--- config.mk ---
export PLATFORM = sky130hd
export DESIGN_NAME = edas_top
export DESIGN_NICKNAME = d
export VERILOG_FILES = /design/src/rtl/edas_pkg.sv /design/src/rtl/edas_phase_gen.sv /design/src/rtl/edas_top.sv
export SDC_FILE = /design/constraint.sdc
export NUM_CORES = 1
export LEC_CHECK = 0
export ABC_AREA = 1
export BUFFER_PORTS_ARGS = -buffer_cell sky130_fd_sc_hd__buf_2
export CORE_MARGIN = 4
export CORE_UTILIZATION = 57
export CTS_BUF_LIST = sky130_fd_sc_hd__clkbuf_16
export DETAILED_ROUTE_END_ITERATION = 12
export GPL_ROUTABILITY_DRIVEN = 0
export PLACE_DENSITY = 0.85
export SLEW_MARGIN = 15
export SYNTH_ARGS = -nofsm -noshare
export SYNTH_HDL_FRONTEND = slang
export SYNTH_HIERARCHICAL = 1
export SYNTH_SLANG_ARGS = --single-unit
export TNS_END_PERCENT = 10
--- constraint.sdc ---
create_clock -name clk -period 2.9 [get_ports clk]
set_input_delay 0.29 -clock clk [delete_from_list [all_inputs] [get_ports clk]]
set_output_delay 0.29 -clock clk [all_outputs]
set_load 0.01 [all_outputs]
--- src/rtl/edas_pkg.sv ---
// Constants shared by the external data access stretch block.
// Assumes one 200 MHz oscillator clock and an 8-bit special register bus.
package edas_pkg;

    // ============
    // Register offsets on the special register bus
    // ============
    localparam logic [7:0] ADDR_PTR0_LOW  = 8'h82;
    localparam logic [7:0] ADDR_PTR0_HIGH = 8'h83;
    localparam logic [7:0] ADDR_PTR1_LOW  = 8'h84;
    localparam logic [7:0] ADDR_PTR1_HIGH = 8'h85;
    localparam logic [7:0] ADDR_PTR_SEL   = 8'h86;
    localparam logic [7:0] ADDR_CLK_CTRL  = 8'h8E;
    localparam logic [7:0] ADDR_PORT2     = 8'hA0;
    localparam logic [7:0] ADDR_STATUS    = 8'hD1;

    // ============
    // Field positions and reset values
    // ============
    localparam int         STRETCH_MSB     = 2;
    localparam int         PTR_SEL_BIT     = 0;
    localparam int         STAT_BUSY_BIT   = 0;
    localparam int         STAT_INT_BIT    = 1;
    localparam logic [7:0] CLK_CTRL_RESET  = 8'h01;
    localparam logic [7:0] PORT2_RESET     = 8'hFF;
    localparam logic [7:0] BYTE_ZERO       = 8'h00;

    // ============
    // Cycle counts
    // ============
    localparam logic [1:0] CLKS_PER_MC_M1  = 2'h3;
    localparam logic [4:0] FETCH_LAST      = 5'h03;
    localparam logic [4:0] FETCH_STRB_FRST = 5'h01;
    localparam logic [4:0] FETCH_STRB_LAST = 5'h02;
    localparam logic [4:0] SETUP_FAST      = 5'h01;
    localparam logic [4:0] SETUP_SLOW      = 5'h02;
    localparam logic [4:0] WIDTH_FAST      = 5'h02;
    localparam logic [15:0] ONCHIP_BYTES   = 16'h0000;

    typedef enum logic [1:0] {
        EDAS_IDLE,
        EDAS_FETCH,
        EDAS_DATA
    } edas_state_t;

endpackage : edas_pkg

--- src/rtl/edas_phase_gen.sv ---
// Machine cycle phase divider for the external data access block.
// Assumes a free running oscillator clock and an active low async reset.
module edas_phase_gen
    import edas_pkg::*;
(
    input  wire logic       clk,       // Oscillator clock.
    input  wire logic       resetn,    // Asynchronous reset, active low.
    output logic [1:0]      phase,     // Clock index inside machine cycle.
    output logic            lastClk    // High in the fourth clock.
);

    // ============
    // Four-clock phase counter
    // ============
    // The counter runs free so every access aligns to one grid.
    always_ff @(posedge clk or negedge resetn) begin
        if (!resetn) begin
            phase <= 2'h0;
        end else if (phase == CLKS_PER_MC_M1) begin
            phase <= 2'h0;
        end else begin
            phase <= phase + 2'h1;
        end
    end

    // Registered so the flag lines up with phase three exactly.
    always_ff @(posedge clk or negedge resetn) begin
        if (!resetn) begin
            lastClk <= 1'b0;
        end else begin
            lastClk <= (phase == (CLKS_PER_MC_M1 - 2'h1));
        end
    end

endmodule : edas_phase_gen

--- src/rtl/edas_top.sv ---
// External data access controller with stretchable strobes.
// Assumes the core raises one request at a time while busy is low and
// that the external target meets the strobe width software selects.
//
// The plain strobed port is this design's own decision.
module edas_top
    import edas_pkg::*;
(
    input  wire logic        clk,          // Oscillator clock, 200 MHz.
    input  wire logic        resetn,       // Async reset, active low.
    input  wire logic [7:0]  regAddr,      // Register address.
    input  wire logic [7:0]  regWdata,     // Register write data.
    input  wire logic        regWrite,     // Register write strobe.
    input  wire logic        regRead,      // Register read strobe.
    output logic      [7:0]  regRdata,     // Read data, one cycle later.
    input  wire logic        reqValid,     // Access request pulse.
    input  wire logic        reqMove,      // One: fetch plus data move.
    input  wire logic        reqWriteDir,  // One: data move is a write.
    input  wire logic        reqIndirect,  // One: working register address.
    input  wire logic [15:0] reqPc,        // Fetch address.
    input  wire logic [7:0]  reqRi,        // Working register value.
    input  wire logic [7:0]  reqWdata,     // Data to write.
    output logic             busy,         // Access in progress.
    output logic             done,         // Access finished pulse.
    output logic      [7:0]  fetchData,    // Fetched byte.
    output logic      [7:0]  readData,     // Byte read by a data move.
    output logic             internalHit,  // Last move hit on-chip range.
    output logic      [15:0] memAddr,      // External address pins.
    input  wire logic [7:0]  memDataIn,    // Data bus pins, input.
    output logic      [7:0]  memDataOut,   // Data bus pins, output.
    output logic             memDataOe,    // Data bus drive enable.
    output logic             memRdN,       // Read strobe, active low.
    output logic             memWrN,       // Write strobe, active low.
    output logic             memFetchN     // Fetch strobe, active low.
);

    // ============
    // Helper functions
    // ============
    // Clocks between window start and first strobe clock.
    function automatic logic [4:0] strobeSetup(input logic [2:0] s);
        strobeSetup = (s == 3'h0) ? SETUP_FAST : SETUP_SLOW;
    endfunction : strobeSetup

    // Strobe width in clocks.
    function automatic logic [4:0] strobeWidth(input logic [2:0] s);
        if (s == 3'h0) begin
            strobeWidth = WIDTH_FAST;
        end else begin
            strobeWidth = {s, 2'b00};
        end
    endfunction : strobeWidth

    // Last clock index of the data window.
    function automatic logic [4:0] windowLast(input logic [2:0] s);
        windowLast = {s, 2'b11};
    endfunction : windowLast

    // True while the strobe is active at a given window clock.
    function automatic logic inStrobe(input logic [4:0] c,
                                      input logic [2:0] s);
        inStrobe = (c >= strobeSetup(s)) &&
                   (c < strobeSetup(s) + strobeWidth(s));
    endfunction : inStrobe

    // ============
    // Declarations
    // ============
    logic [1:0]  phase;
    logic        lastClk;
    logic [7:0]  ptr0Low_q;
    logic [7:0]  ptr0High_q;
    logic [7:0]  ptr1Low_q;
    logic [7:0]  ptr1High_q;
    logic        ptrSel_q;
    logic [7:0]  clkCtrl_q;
    logic [7:0]  port2_q;
    logic [7:0]  dinMeta_q;
    logic [7:0]  dinSync_q;
    edas_state_t state_q;
    edas_state_t state_d;
    logic [4:0]  cnt_q;
    logic [4:0]  cnt_d;
    logic        finish;
    logic        pend_q;
    logic        move_q;
    logic        wrDir_q;
    logic        internal_q;
    logic [2:0]  stretch_q;
    logic [15:0] pc_q;
    logic [15:0] dataAddr_q;
    logic [7:0]  wdata_q;
    logic [15:0] reqDataAddr;
    logic        take;
    logic        dataExt;

    edas_phase_gen u_phase (
        .clk     (clk),
        .resetn  (resetn),
        .phase   (phase),
        .lastClk (lastClk)
    );

    // ============
    // Data bus input synchroniser
    // ============
    // Pins are asynchronous to the core, so two flops precede any use.
    always_ff @(posedge clk or negedge resetn) begin
        if (!resetn) begin
            dinMeta_q <= BYTE_ZERO;
            dinSync_q <= BYTE_ZERO;
        end else begin
            dinMeta_q <= memDataIn;
            dinSync_q <= dinMeta_q;
        end
    end

    // ============
    // Register file writes
    // ============
    // Writes land at any time; an access in flight keeps its latched
    // stretch and address, so a change only affects later accesses.
    always_ff @(posedge clk or negedge resetn) begin
        if (!resetn) begin
            ptr0Low_q  <= BYTE_ZERO;
            ptr0High_q <= BYTE_ZERO;
            ptr1Low_q  <= BYTE_ZERO;
            ptr1High_q <= BYTE_ZERO;
            ptrSel_q   <= 1'b0;
            clkCtrl_q  <= CLK_CTRL_RESET;
            port2_q    <= PORT2_RESET;
        end else if (regWrite) begin
            if (regAddr == ADDR_PTR0_LOW) begin
                ptr0Low_q <= regWdata;
            end else if (regAddr == ADDR_PTR0_HIGH) begin
                ptr0High_q <= regWdata;
            end else if (regAddr == ADDR_PTR1_LOW) begin
                ptr1Low_q <= regWdata;
            end else if (regAddr == ADDR_PTR1_HIGH) begin
                ptr1High_q <= regWdata;
            end else if (regAddr == ADDR_PTR_SEL) begin
                ptrSel_q <= regWdata[PTR_SEL_BIT];
            end else if (regAddr == ADDR_CLK_CTRL) begin
                clkCtrl_q <= regWdata;
            end else if (regAddr == ADDR_PORT2) begin
                port2_q <= regWdata;
            end
        end
    end

    // ============
    // Register file reads
    // ============
    // Unmapped addresses and unused select and status bits read as zero.
    always_ff @(posedge clk or negedge resetn) begin
        if (!resetn) begin
            regRdata <= BYTE_ZERO;
        end else if (regRead) begin
            if (regAddr == ADDR_PTR0_LOW) begin
                regRdata <= ptr0Low_q;
            end else if (regAddr == ADDR_PTR0_HIGH) begin
                regRdata <= ptr0High_q;
            end else if (regAddr == ADDR_PTR1_LOW) begin
                regRdata <= ptr1Low_q;
            end else if (regAddr == ADDR_PTR1_HIGH) begin
                regRdata <= ptr1High_q;
            end else if (regAddr == ADDR_PTR_SEL) begin
                regRdata <= {7'h00, ptrSel_q};
            end else if (regAddr == ADDR_CLK_CTRL) begin
                regRdata <= clkCtrl_q;
            end else if (regAddr == ADDR_PORT2) begin
                regRdata <= port2_q;
            end else if (regAddr == ADDR_STATUS) begin
                regRdata <= {6'h00, internal_q, busy};
            end else begin
                regRdata <= BYTE_ZERO;
            end
        end else begin
            regRdata <= BYTE_ZERO;
        end
    end

    // ============
    // Request capture
    // ============
    // Address source chosen at request time from the live registers.
    always_comb begin
        if (reqIndirect) begin
            reqDataAddr = {port2_q, reqRi};
        end else if (ptrSel_q) begin
            reqDataAddr = {ptr1High_q, ptr1Low_q};
        end else begin
            reqDataAddr = {ptr0High_q, ptr0Low_q};
        end
    end

    assign take = reqValid && !busy;

    // Request fields are frozen for the whole access.
    always_ff @(posedge clk or negedge resetn) begin
        if (!resetn) begin
            move_q     <= 1'b0;
            wrDir_q    <= 1'b0;
            stretch_q  <= CLK_CTRL_RESET[STRETCH_MSB:0];
            pc_q       <= 16'h0000;
            dataAddr_q <= 16'h0000;
            wdata_q    <= BYTE_ZERO;
            internal_q <= 1'b0;
        end else if (take) begin
            move_q     <= reqMove;
            wrDir_q    <= reqWriteDir;
            stretch_q  <= clkCtrl_q[STRETCH_MSB:0];
            pc_q       <= reqPc;
            dataAddr_q <= reqDataAddr;
            wdata_q    <= reqWdata;
            internal_q <= reqMove && (reqDataAddr < ONCHIP_BYTES);
        end
    end

    // Pending until the next machine cycle boundary; busy until done.
    always_ff @(posedge clk or negedge resetn) begin
        if (!resetn) begin
            pend_q <= 1'b0;
            busy   <= 1'b0;
            done   <= 1'b0;
        end else begin
            pend_q <= take || (pend_q && (state_d == EDAS_IDLE));
            busy   <= take || (busy && !finish);
            done   <= finish;
        end
    end

    // ============
    // Access sequencer
    // ============
    // Fetch always takes one fixed machine cycle; the data window then
    // takes stretch plus one machine cycles, keeping the phase grid.
    always_comb begin
        state_d = state_q;
        cnt_d   = cnt_q;
        finish  = 1'b0;
        case (state_q)
            EDAS_IDLE: begin
                if (pend_q && lastClk) begin
                    state_d = EDAS_FETCH;
                    cnt_d   = 5'h00;
                end
            end
            EDAS_FETCH: begin
                if (cnt_q == FETCH_LAST) begin
                    cnt_d = 5'h00;
                    if (move_q) begin
                        state_d = EDAS_DATA;
                    end else begin
                        state_d = EDAS_IDLE;
                        finish  = 1'b1;
                    end
                end else begin
                    cnt_d = cnt_q + 5'h01;
                end
            end
            EDAS_DATA: begin
                if (cnt_q == windowLast(stretch_q)) begin
                    state_d = EDAS_IDLE;
                    cnt_d   = 5'h00;
                    finish  = 1'b1;
                end else begin
                    cnt_d = cnt_q + 5'h01;
                end
            end
            default: begin
                state_d = EDAS_IDLE;
                cnt_d   = 5'h00;
            end
        endcase
    end

    always_ff @(posedge clk or negedge resetn) begin
        if (!resetn) begin
            state_q <= EDAS_IDLE;
            cnt_q   <= 5'h00;
        end else begin
            state_q <= state_d;
            cnt_q   <= cnt_d;
        end
    end

    // ============
    // Captured data
    // ============
    // Capture at the last window clock; the synchroniser lag means the
    // sampled pins are from two clocks earlier, inside the strobe.
    always_ff @(posedge clk or negedge resetn) begin
        if (!resetn) begin
            fetchData   <= BYTE_ZERO;
            readData    <= BYTE_ZERO;
            internalHit <= 1'b0;
        end else begin
            if (state_q == EDAS_FETCH && cnt_q == FETCH_LAST) begin
                fetchData <= dinSync_q;
            end
            if (state_q == EDAS_DATA &&
                cnt_q == windowLast(stretch_q)) begin
                internalHit <= internal_q;
                if (!wrDir_q) begin
                    readData <= internal_q ? BYTE_ZERO : dinSync_q;
                end
            end
        end
    end

    // ============
    // Pin drivers
    // ============
    // Pins follow the next state so each strobe has its exact width.
    assign dataExt = (state_d == EDAS_DATA) && !internal_q;

    always_ff @(posedge clk or negedge resetn) begin
        if (!resetn) begin
            memAddr <= 16'h0000;
        end else if (state_d == EDAS_FETCH) begin
            memAddr <= pc_q;
        end else if (dataExt) begin
            memAddr <= dataAddr_q;
        end
    end

    // Read and write strobes are gated by direction and the fetch strobe by state, so they can never overlap.
    always_ff @(posedge clk or negedge resetn) begin
        if (!resetn) begin
            memRdN    <= 1'b1;
            memWrN    <= 1'b1;
            memFetchN <= 1'b1;
        end else begin
            memRdN    <= !(dataExt && !wrDir_q &&
                           inStrobe(cnt_d, stretch_q));
            memWrN    <= !(dataExt && wrDir_q &&
                           inStrobe(cnt_d, stretch_q));
            memFetchN <= !((state_d == EDAS_FETCH) &&
                           (cnt_d >= FETCH_STRB_FRST) &&
                           (cnt_d <= FETCH_STRB_LAST));
        end
    end

    // Write data is driven from strobe start to the end of the hold.
    always_ff @(posedge clk or negedge resetn) begin
        if (!resetn) begin
            memDataOut <= BYTE_ZERO;
            memDataOe  <= 1'b0;
        end else begin
            memDataOut <= wdata_q;
            memDataOe  <= dataExt && wrDir_q &&
                          (cnt_d >= strobeSetup(stretch_q));
        end
    end

endmodule : edas_top

==> results of run 1 <==
## routing by layer
metal,share of wire,vias to the layer above,global-route usage
li1,-,3016,-
met5,0,-,0
met2,0.51,251,0.426
met1,0.41,3057,0.321
met3,0.061,52,0.0619
met4,0.025,0,0.0890
## synth_stat cells (3+ instances only)
cell,n
a31oi_1,16
nor3_1,3
clkbuf_1,18
o22a_1,16
dfstp_2,13
nand3b_1,7
a21oi_1,29
dfrtp_1,162
o21ai_1,9
o21ai_2,9
nand3_1,26
buf_2,12
buf_6,3
nand4_1,5
ha_1,15
or2_2,7
inv_1,60
o21ai_0,74
nand2_1,317
nand2_2,5
nor2_1,28
inv_2,8
nand3_4,3
## area by class of cell
class                           count  area (µm²)
Clock buffer                       17         425
Sequential cell                   175        4400
Inverter                           70         263
Multi-Input combinational cell    585        2880
Clock inverter                     15         224
Tap cell                          176         220
Timing Repair Buffer              135         762
Fill cell                        1026        4080
## registers in the layout, summed over array words and instances, names as in the netlist, 3 cells and up
name	count
port2_q	8
fetchData	8
memAddr	16
regRdata	8
ptr1High_q	8
ptr0Low_q	8
clkCtrl_q	8
dataAddr_q	16
pc_q	16
dinMeta_q	8
stretch_q	3
cnt_q	5
ptr0High_q	8
readData	8
wdata_q	8
ptr1Low_q	8
memDataOut	8
dinSync_q	8
## through the flow
step           total power, mW  instance area (µm²)
3_5_place_dp              4.68                 8420
5_1_grt                   7.55                 9170
3_3_place_gp              4.60                 8420
4_1_cts                   7.20                 9160
2_1_floorplan             4.08                 7700
6_report                  7.18                 9170
## worst max path at each step
stage / from / to / slack [ps] / cells after the start
5_1_grt: cnt_q[0] / memFetchN / 90 / 12
6_report: cnt_q[0] / memWrN / 310 / 13
2_1_floorplan: cnt_q[0] / memAddr[10] / 500 / 12
4_1_cts: cnt_q[0] / memAddr[0] / 140 / 8
3_3_place_gp: cnt_q[0] / memAddr[6] / 360 / 8
3_5_place_dp: cnt_q[0] / memAddr[0] / 170 / 8
## what timing repair did
item / in CTS / in global routing
setup endpoints to repair: 0 / 15
hold endpoints to repair: 53 / 0
gates resized for setup: 0 / 1
hold buffers: 9 / 0
## logic make-up (layout without fill, tap and decap cells)
family	count (synthesis)	in the layout	share of synthesized area
compound gates	157	157	0.118
xor+xnor	2	2	0.00228
fa+ha+maj	15	15	0.0244
buf+inv	104	237	0.0561
flops	175	175	0.571
other cells	1	1	0.000487
simple gates	410	410	0.228
## critical path, stage by stage, from the launching register on
cell	delay (ps)
dfrtp_1	410
ha_1	270
nand2_1	80
nor2_1	100
nand2_1	140
nand2_1	130
nand2_1	80
o21ai_2	190
ha_1	260
or2_2	290
a21oi_1	130
a21boi_0	250
nand2_1	110
nand3_1	90
## power by group
group          switching [mW]  leakage, nW  internal (mW)
sequential              0.253         2.19           2.85
combinational           0.970         2.04          0.600
clock                   0.909        0.320           1.60
total                    2.13         4.55           5.05
==> run_results.csv, run 1 <==
group,metric,value,unit
sta,setup_violations,0,
sta,skew,7.06,ps
outcome,outcome,"finished clean",
critical_path,worstPathMaxFanout,5,
die,initial_core_util,0.581,
finish,fin_nets,1063,
clock_network,cts_sinks,175,
logic_synthesis,synth_top_area_cell,"dfrtp_1",
finish,final_util,0.692,
drt,finalWirelength,18800,µm
drt,avgViaCountPerCell,5.44,
placed_design,io_buffers,117,
sta,timing.slew.headroom,0.573,
sta,setup_slack,306,ps
worst_hold_path,holdPathStages,3,
sta,tns,0,ps
drt,vias,6376,
sta,hold_ws,54.8,ps
die,dieArea,15400,µm²
drt,wl_per_cell,16.1,µm
critical_path,r2r_slack,310,ps
sta,rsz0062_at_grt,"false",
sta,fmax,385,MHz
critical_path,critical_path_class,"flop to flop",
critical_path,cp.required,3260,ps
finish,layoutNonFillerInstCount,1173,
die,die_y,124,µm
logic_synthesis,syn_area_per_cell,8.91,µm²
grt,antenna_found_initial,0,
die,core-area,13200,µm²
logic_synthesis,async_reset_ff_frac,1.00,
die,rows,42,
sta,layout_min_cycle_time,2590,ps
worst_hold_path,hp-start,"reqWdata[1]",
clock_network,postCtsSetupRepairBufs,0,
worst_hold_path,hold_end,"wdata_q[1]",
power,ir_worst_vdd,0.462,mV
finish,mostFrequentLayoutCell,"nand2_1",
logic_synthesis,yosysTopAreaCellShare,0.526,
critical_path,r2r_start,"cnt_q[0]",
critical_path,cp.arrival,2950,ps
finish,final_layout_size_suffix_gt1_frac,0.208,
sta,finalCritPeriodShare,0.895,
grt,grt_pass1_wl,31500,µm
drt,antenna_left,0,
worst_hold_path,hp-class,"input port to flop",
sta,slew_violations,0,
die,pin_count,119,
logic_synthesis,synthCells,864,
logic_synthesis,yosys.cell_types.count,38,
run,maxCapViolCount,0,
drt,drt_first_iter_violations,570,
placed_design,dp_slack,169,ps
logic_synthesis,synthesis.nets,943,
grt,grt_pass1_vias,6405,
placed_design,hpwl,13100,µm
die,die_x,124,µm
clock_network,path_clk_slew,60,ps
clock_network,cts-buffers-inserted,17,
logic_synthesis,syn_area,7700,µm²
clock_network,cts_tree,"done",
placed_design,dpl.cell_count,1132,
power,cellLeakagePower,4.55,nW
clock_network,cts.root.buffer_cell,"clkbuf_16",
critical_path,worstReg2RegEnd,"memWrN",
logic_synthesis,synth_edf_count,0,
logic_synthesis,ys_seq_area_frac,0.571,
logic_synthesis,ys.flop_type,"dfrtp_1",
power,powerDensity,784,nW/µm²
clock_network,clock_path_buffers,2,
finish,antennaDiodeCount,0,
finish,layout_common_cells,"nand2_1 (317), dfrtp_1 (162), buf_2 (116)",
grt,grt_max_degree,64,
drt,drc,0,
grt,gr-total-overflow,0,
critical_path,r2r_cells,13,
logic_synthesis,synthTopCellsByArea,"dfrtp_1 (53%), nand2_1 (15%), o21ai_0 (4.8%)",
clock_network,clk_latency,430,ps
sta,hold_viol_final,0,
critical_path,start_kind,"flop",
logic_synthesis,ys.warnings.count,6,
finish,syn2layout_area_growth,19.0,%
drt,first_pass_iters,6,
sta,tightestPinTransition,640,ps
grt,track_usage,0.253,
clock_network,htreeDepth,4,
critical_path,worstSetupEndpointType,"flop",
logic_synthesis,ys_seq_elements,175,
No activity file was read; power rests on OpenSTA's default activity.
==> run 2, diff against run 1 <==
--- a/config.mk
+++ b/config.mk
@@ -8,11 +8,11 @@
 export ABC_AREA = 1
 export BUFFER_PORTS_ARGS = -buffer_cell sky130_fd_sc_hd__buf_2
 export CORE_MARGIN = 4
-export CORE_UTILIZATION = 57
-export CTS_BUF_LIST = sky130_fd_sc_hd__clkbuf_16
+export CORE_UTILIZATION = 59
+export CTS_BUF_LIST = sky130_fd_sc_hd__clkbuf_8
 export DETAILED_ROUTE_END_ITERATION = 12
 export GPL_ROUTABILITY_DRIVEN = 0
-export PLACE_DENSITY = 0.85
+export PLACE_DENSITY = 0.87
 export SLEW_MARGIN = 15
 export SYNTH_ARGS = -nofsm -noshare
 export SYNTH_HDL_FRONTEND = slang
==> run 2 against run 1 <==
Compared with the run above: clock skew is 0.54 ps higher; core utilization is 1.5 points higher; die area fell by 3.2%; global-route usage grew 0.66 points; register-to-register slack got worse by 20 ps; worst hold slack lost 33 ps; sequential cell count unchanged; setup slack got worse by 23 ps; critical endpoint unchanged; largest cell class unchanged.
==> run_results.csv, run 2 (synthesis results as in run 1) <==
group,metric,value,unit
outcome,outcome,"finished clean",
placed_design,dpl.cell_count,1127,
sta,rsz0062_at_grt,"false",
clock_network,cts_sinks,175,
grt,gr-usage-met1,0.335,
critical_path,r2r_cells,13,
drt,drc,0,
die,die_y,122,µm
finish,layout_common_cells,"nand2_1 (317), dfrtp_1 (162), buf_2 (116)",
power,total_power,6.66,mW
critical_path,cp.required,3290,ps
finish,regArea,4400,µm²
clock_network,cts-buffers-inserted,17,
sta,fmax,382,MHz
critical_path,cp.arrival,3010,ps
grt,grt_pass1_wl,30300,µm
finish,top_regs,"dataAddr_q (16), memAddr (16), pc_q (16)",
worst_hold_path,holdPathStages,3,
grt,met3_usage,0.0691,
clock_network,clk_latency,450,ps
finish,syn2layout_area_growth,16.9,%
sta,layout_min_cycle_time,2620,ps
drt,avgViaCountPerCell,5.39,
finish,fin_nets,1062,
placed_design,hpwl,12800,µm
grt,met2_usage,0.435,
finish,layoutNonFillerInstCount,1167,
die,initial_core_util,0.605,
sta,slew_violations,0,
critical_path,critical_path_class,"flop to flop",
grt,grt_max_degree,67,
drt,first_pass_iters,5,
die,pin_count,119,
grt,grt_busiest_layer,"met2",
worst_hold_path,hp-class,"input port to flop",
drt,vias,6294,
clock_network,path_clk_slew,90,ps
finish,final_util,0.707,
clock_network,clock_path_buffers,2,
sta,hold_viol_final,0,
finish,final_layout_size_suffix_gt1_frac,0.212,
finish,antennaDiodeCount,0,
drt,antenna_left,0,
die,die_x,122,µm
power,powerDensity,740,nW/µm²
critical_path,worstSetupEndpointType,"flop",
die,dieArea,14900,µm²
clock_network,cts_tree,"done",
finish,mostFrequentLayoutCell,"nand2_1",
clock_network,cts.root.buffer_cell,"clkbuf_8",
power,ir_worst_vdd,0.330,mV
clock_network,htreeDepth,4,
sta,finalCritPeriodShare,0.903,
grt,gr-total-overflow,0,
clock_network,postCtsSetupRepairBufs,0,
grt,track_usage,0.260,
sta,setup_violations,0,
grt,grt_pass1_vias,6280,
sta,tightestPinTransition,634,ps
grt,antenna_found_initial,0,
drt,drt_first_iter_violations,559,
drt,wl_per_cell,15.6,µm
critical_path,start_kind,"flop",
sta,skew,7.60,ps
power,cellLeakagePower,4.47,nW
placed_design,io_buffers,117,
run,maxCapViolCount,0,
finish,multi_input_area,2880,µm²
die,rows,41,
sta,tns,0,ps
sta,timing.slew.headroom,0.574,
critical_path,worstPathMaxFanout,5,
drt,finalWirelength,18200,µm
finish,fillerInstances,952,
die,core-area,12700,µm²
## run 2: metal layers
layer / routed length, µm / vias to the layer above
li1: - / 3020
met2: 8990 / 241
met5: 0 / -
met3: 1320 / 35
met4: 284 / 0
met1: 7580 / 2998
## run 2: worst paths after layout
| kind | from | slack [ps] | endpoint |
|---|---|---|---|
| max in group asynchronous | resetn | 1830 | port2_q[2] |
| min reg2reg | dinMeta_q[5] | 350 | dinSync_q[5] |
| max reg2reg | cnt_q[0] | 280 | memWrN |
| max | cnt_q[0] | 280 | memWrN |
| min | reqPc[7] | 20 | pc_q[7] |
| min in group asynchronous | resetn | 330 | fetchData[3] |
## run 2: critical path, stage by stage, from the launching register on
cell      delay, ps
dfrtp_1         420
ha_1            300
nand2_1         100
nor2_1          120
nand2_1         130
nand2_1         110
nand2_1          80
o21ai_2         190
ha_1            260
or2_2           290
a21oi_1         110
a21boi_0        260
nand2_1         110
nand3_1          80
## run 2: final cells by class
class	instances	share of cell area
inverters	70	0.0292
multi-input cells	585	0.319
repair buffers	134	0.0852
clock inverters	13	0.0263
clock buffers	18	0.0275
flip-flops and latches	175	0.488
well taps	172	0.0239
## run 2: where the power goes
part           switching, mW  internal, mW
sequential             0.251          2.85
clock                  0.861          1.14
combinational          0.960         0.600
total                   2.07          4.58
## run 2: repair_timing
item | in CTS | in global routing
gates resized for setup | 0 | 1
hold buffers | 9 | 0
setup endpoints to repair | 0 | 16
hold endpoints to repair | 56 | 0
## run 2: through the flow
step	setup WS, ps	instance area [µm²]	hold slack (ps)
4_1_cts	104	9000	5.98
2_1_floorplan	503	7700	-5.59
3_5_place_dp	151	8420	265
3_3_place_gp	350	8420	267
6_report	283	9000	21.9
5_1_grt	0.0457	9000	0.542
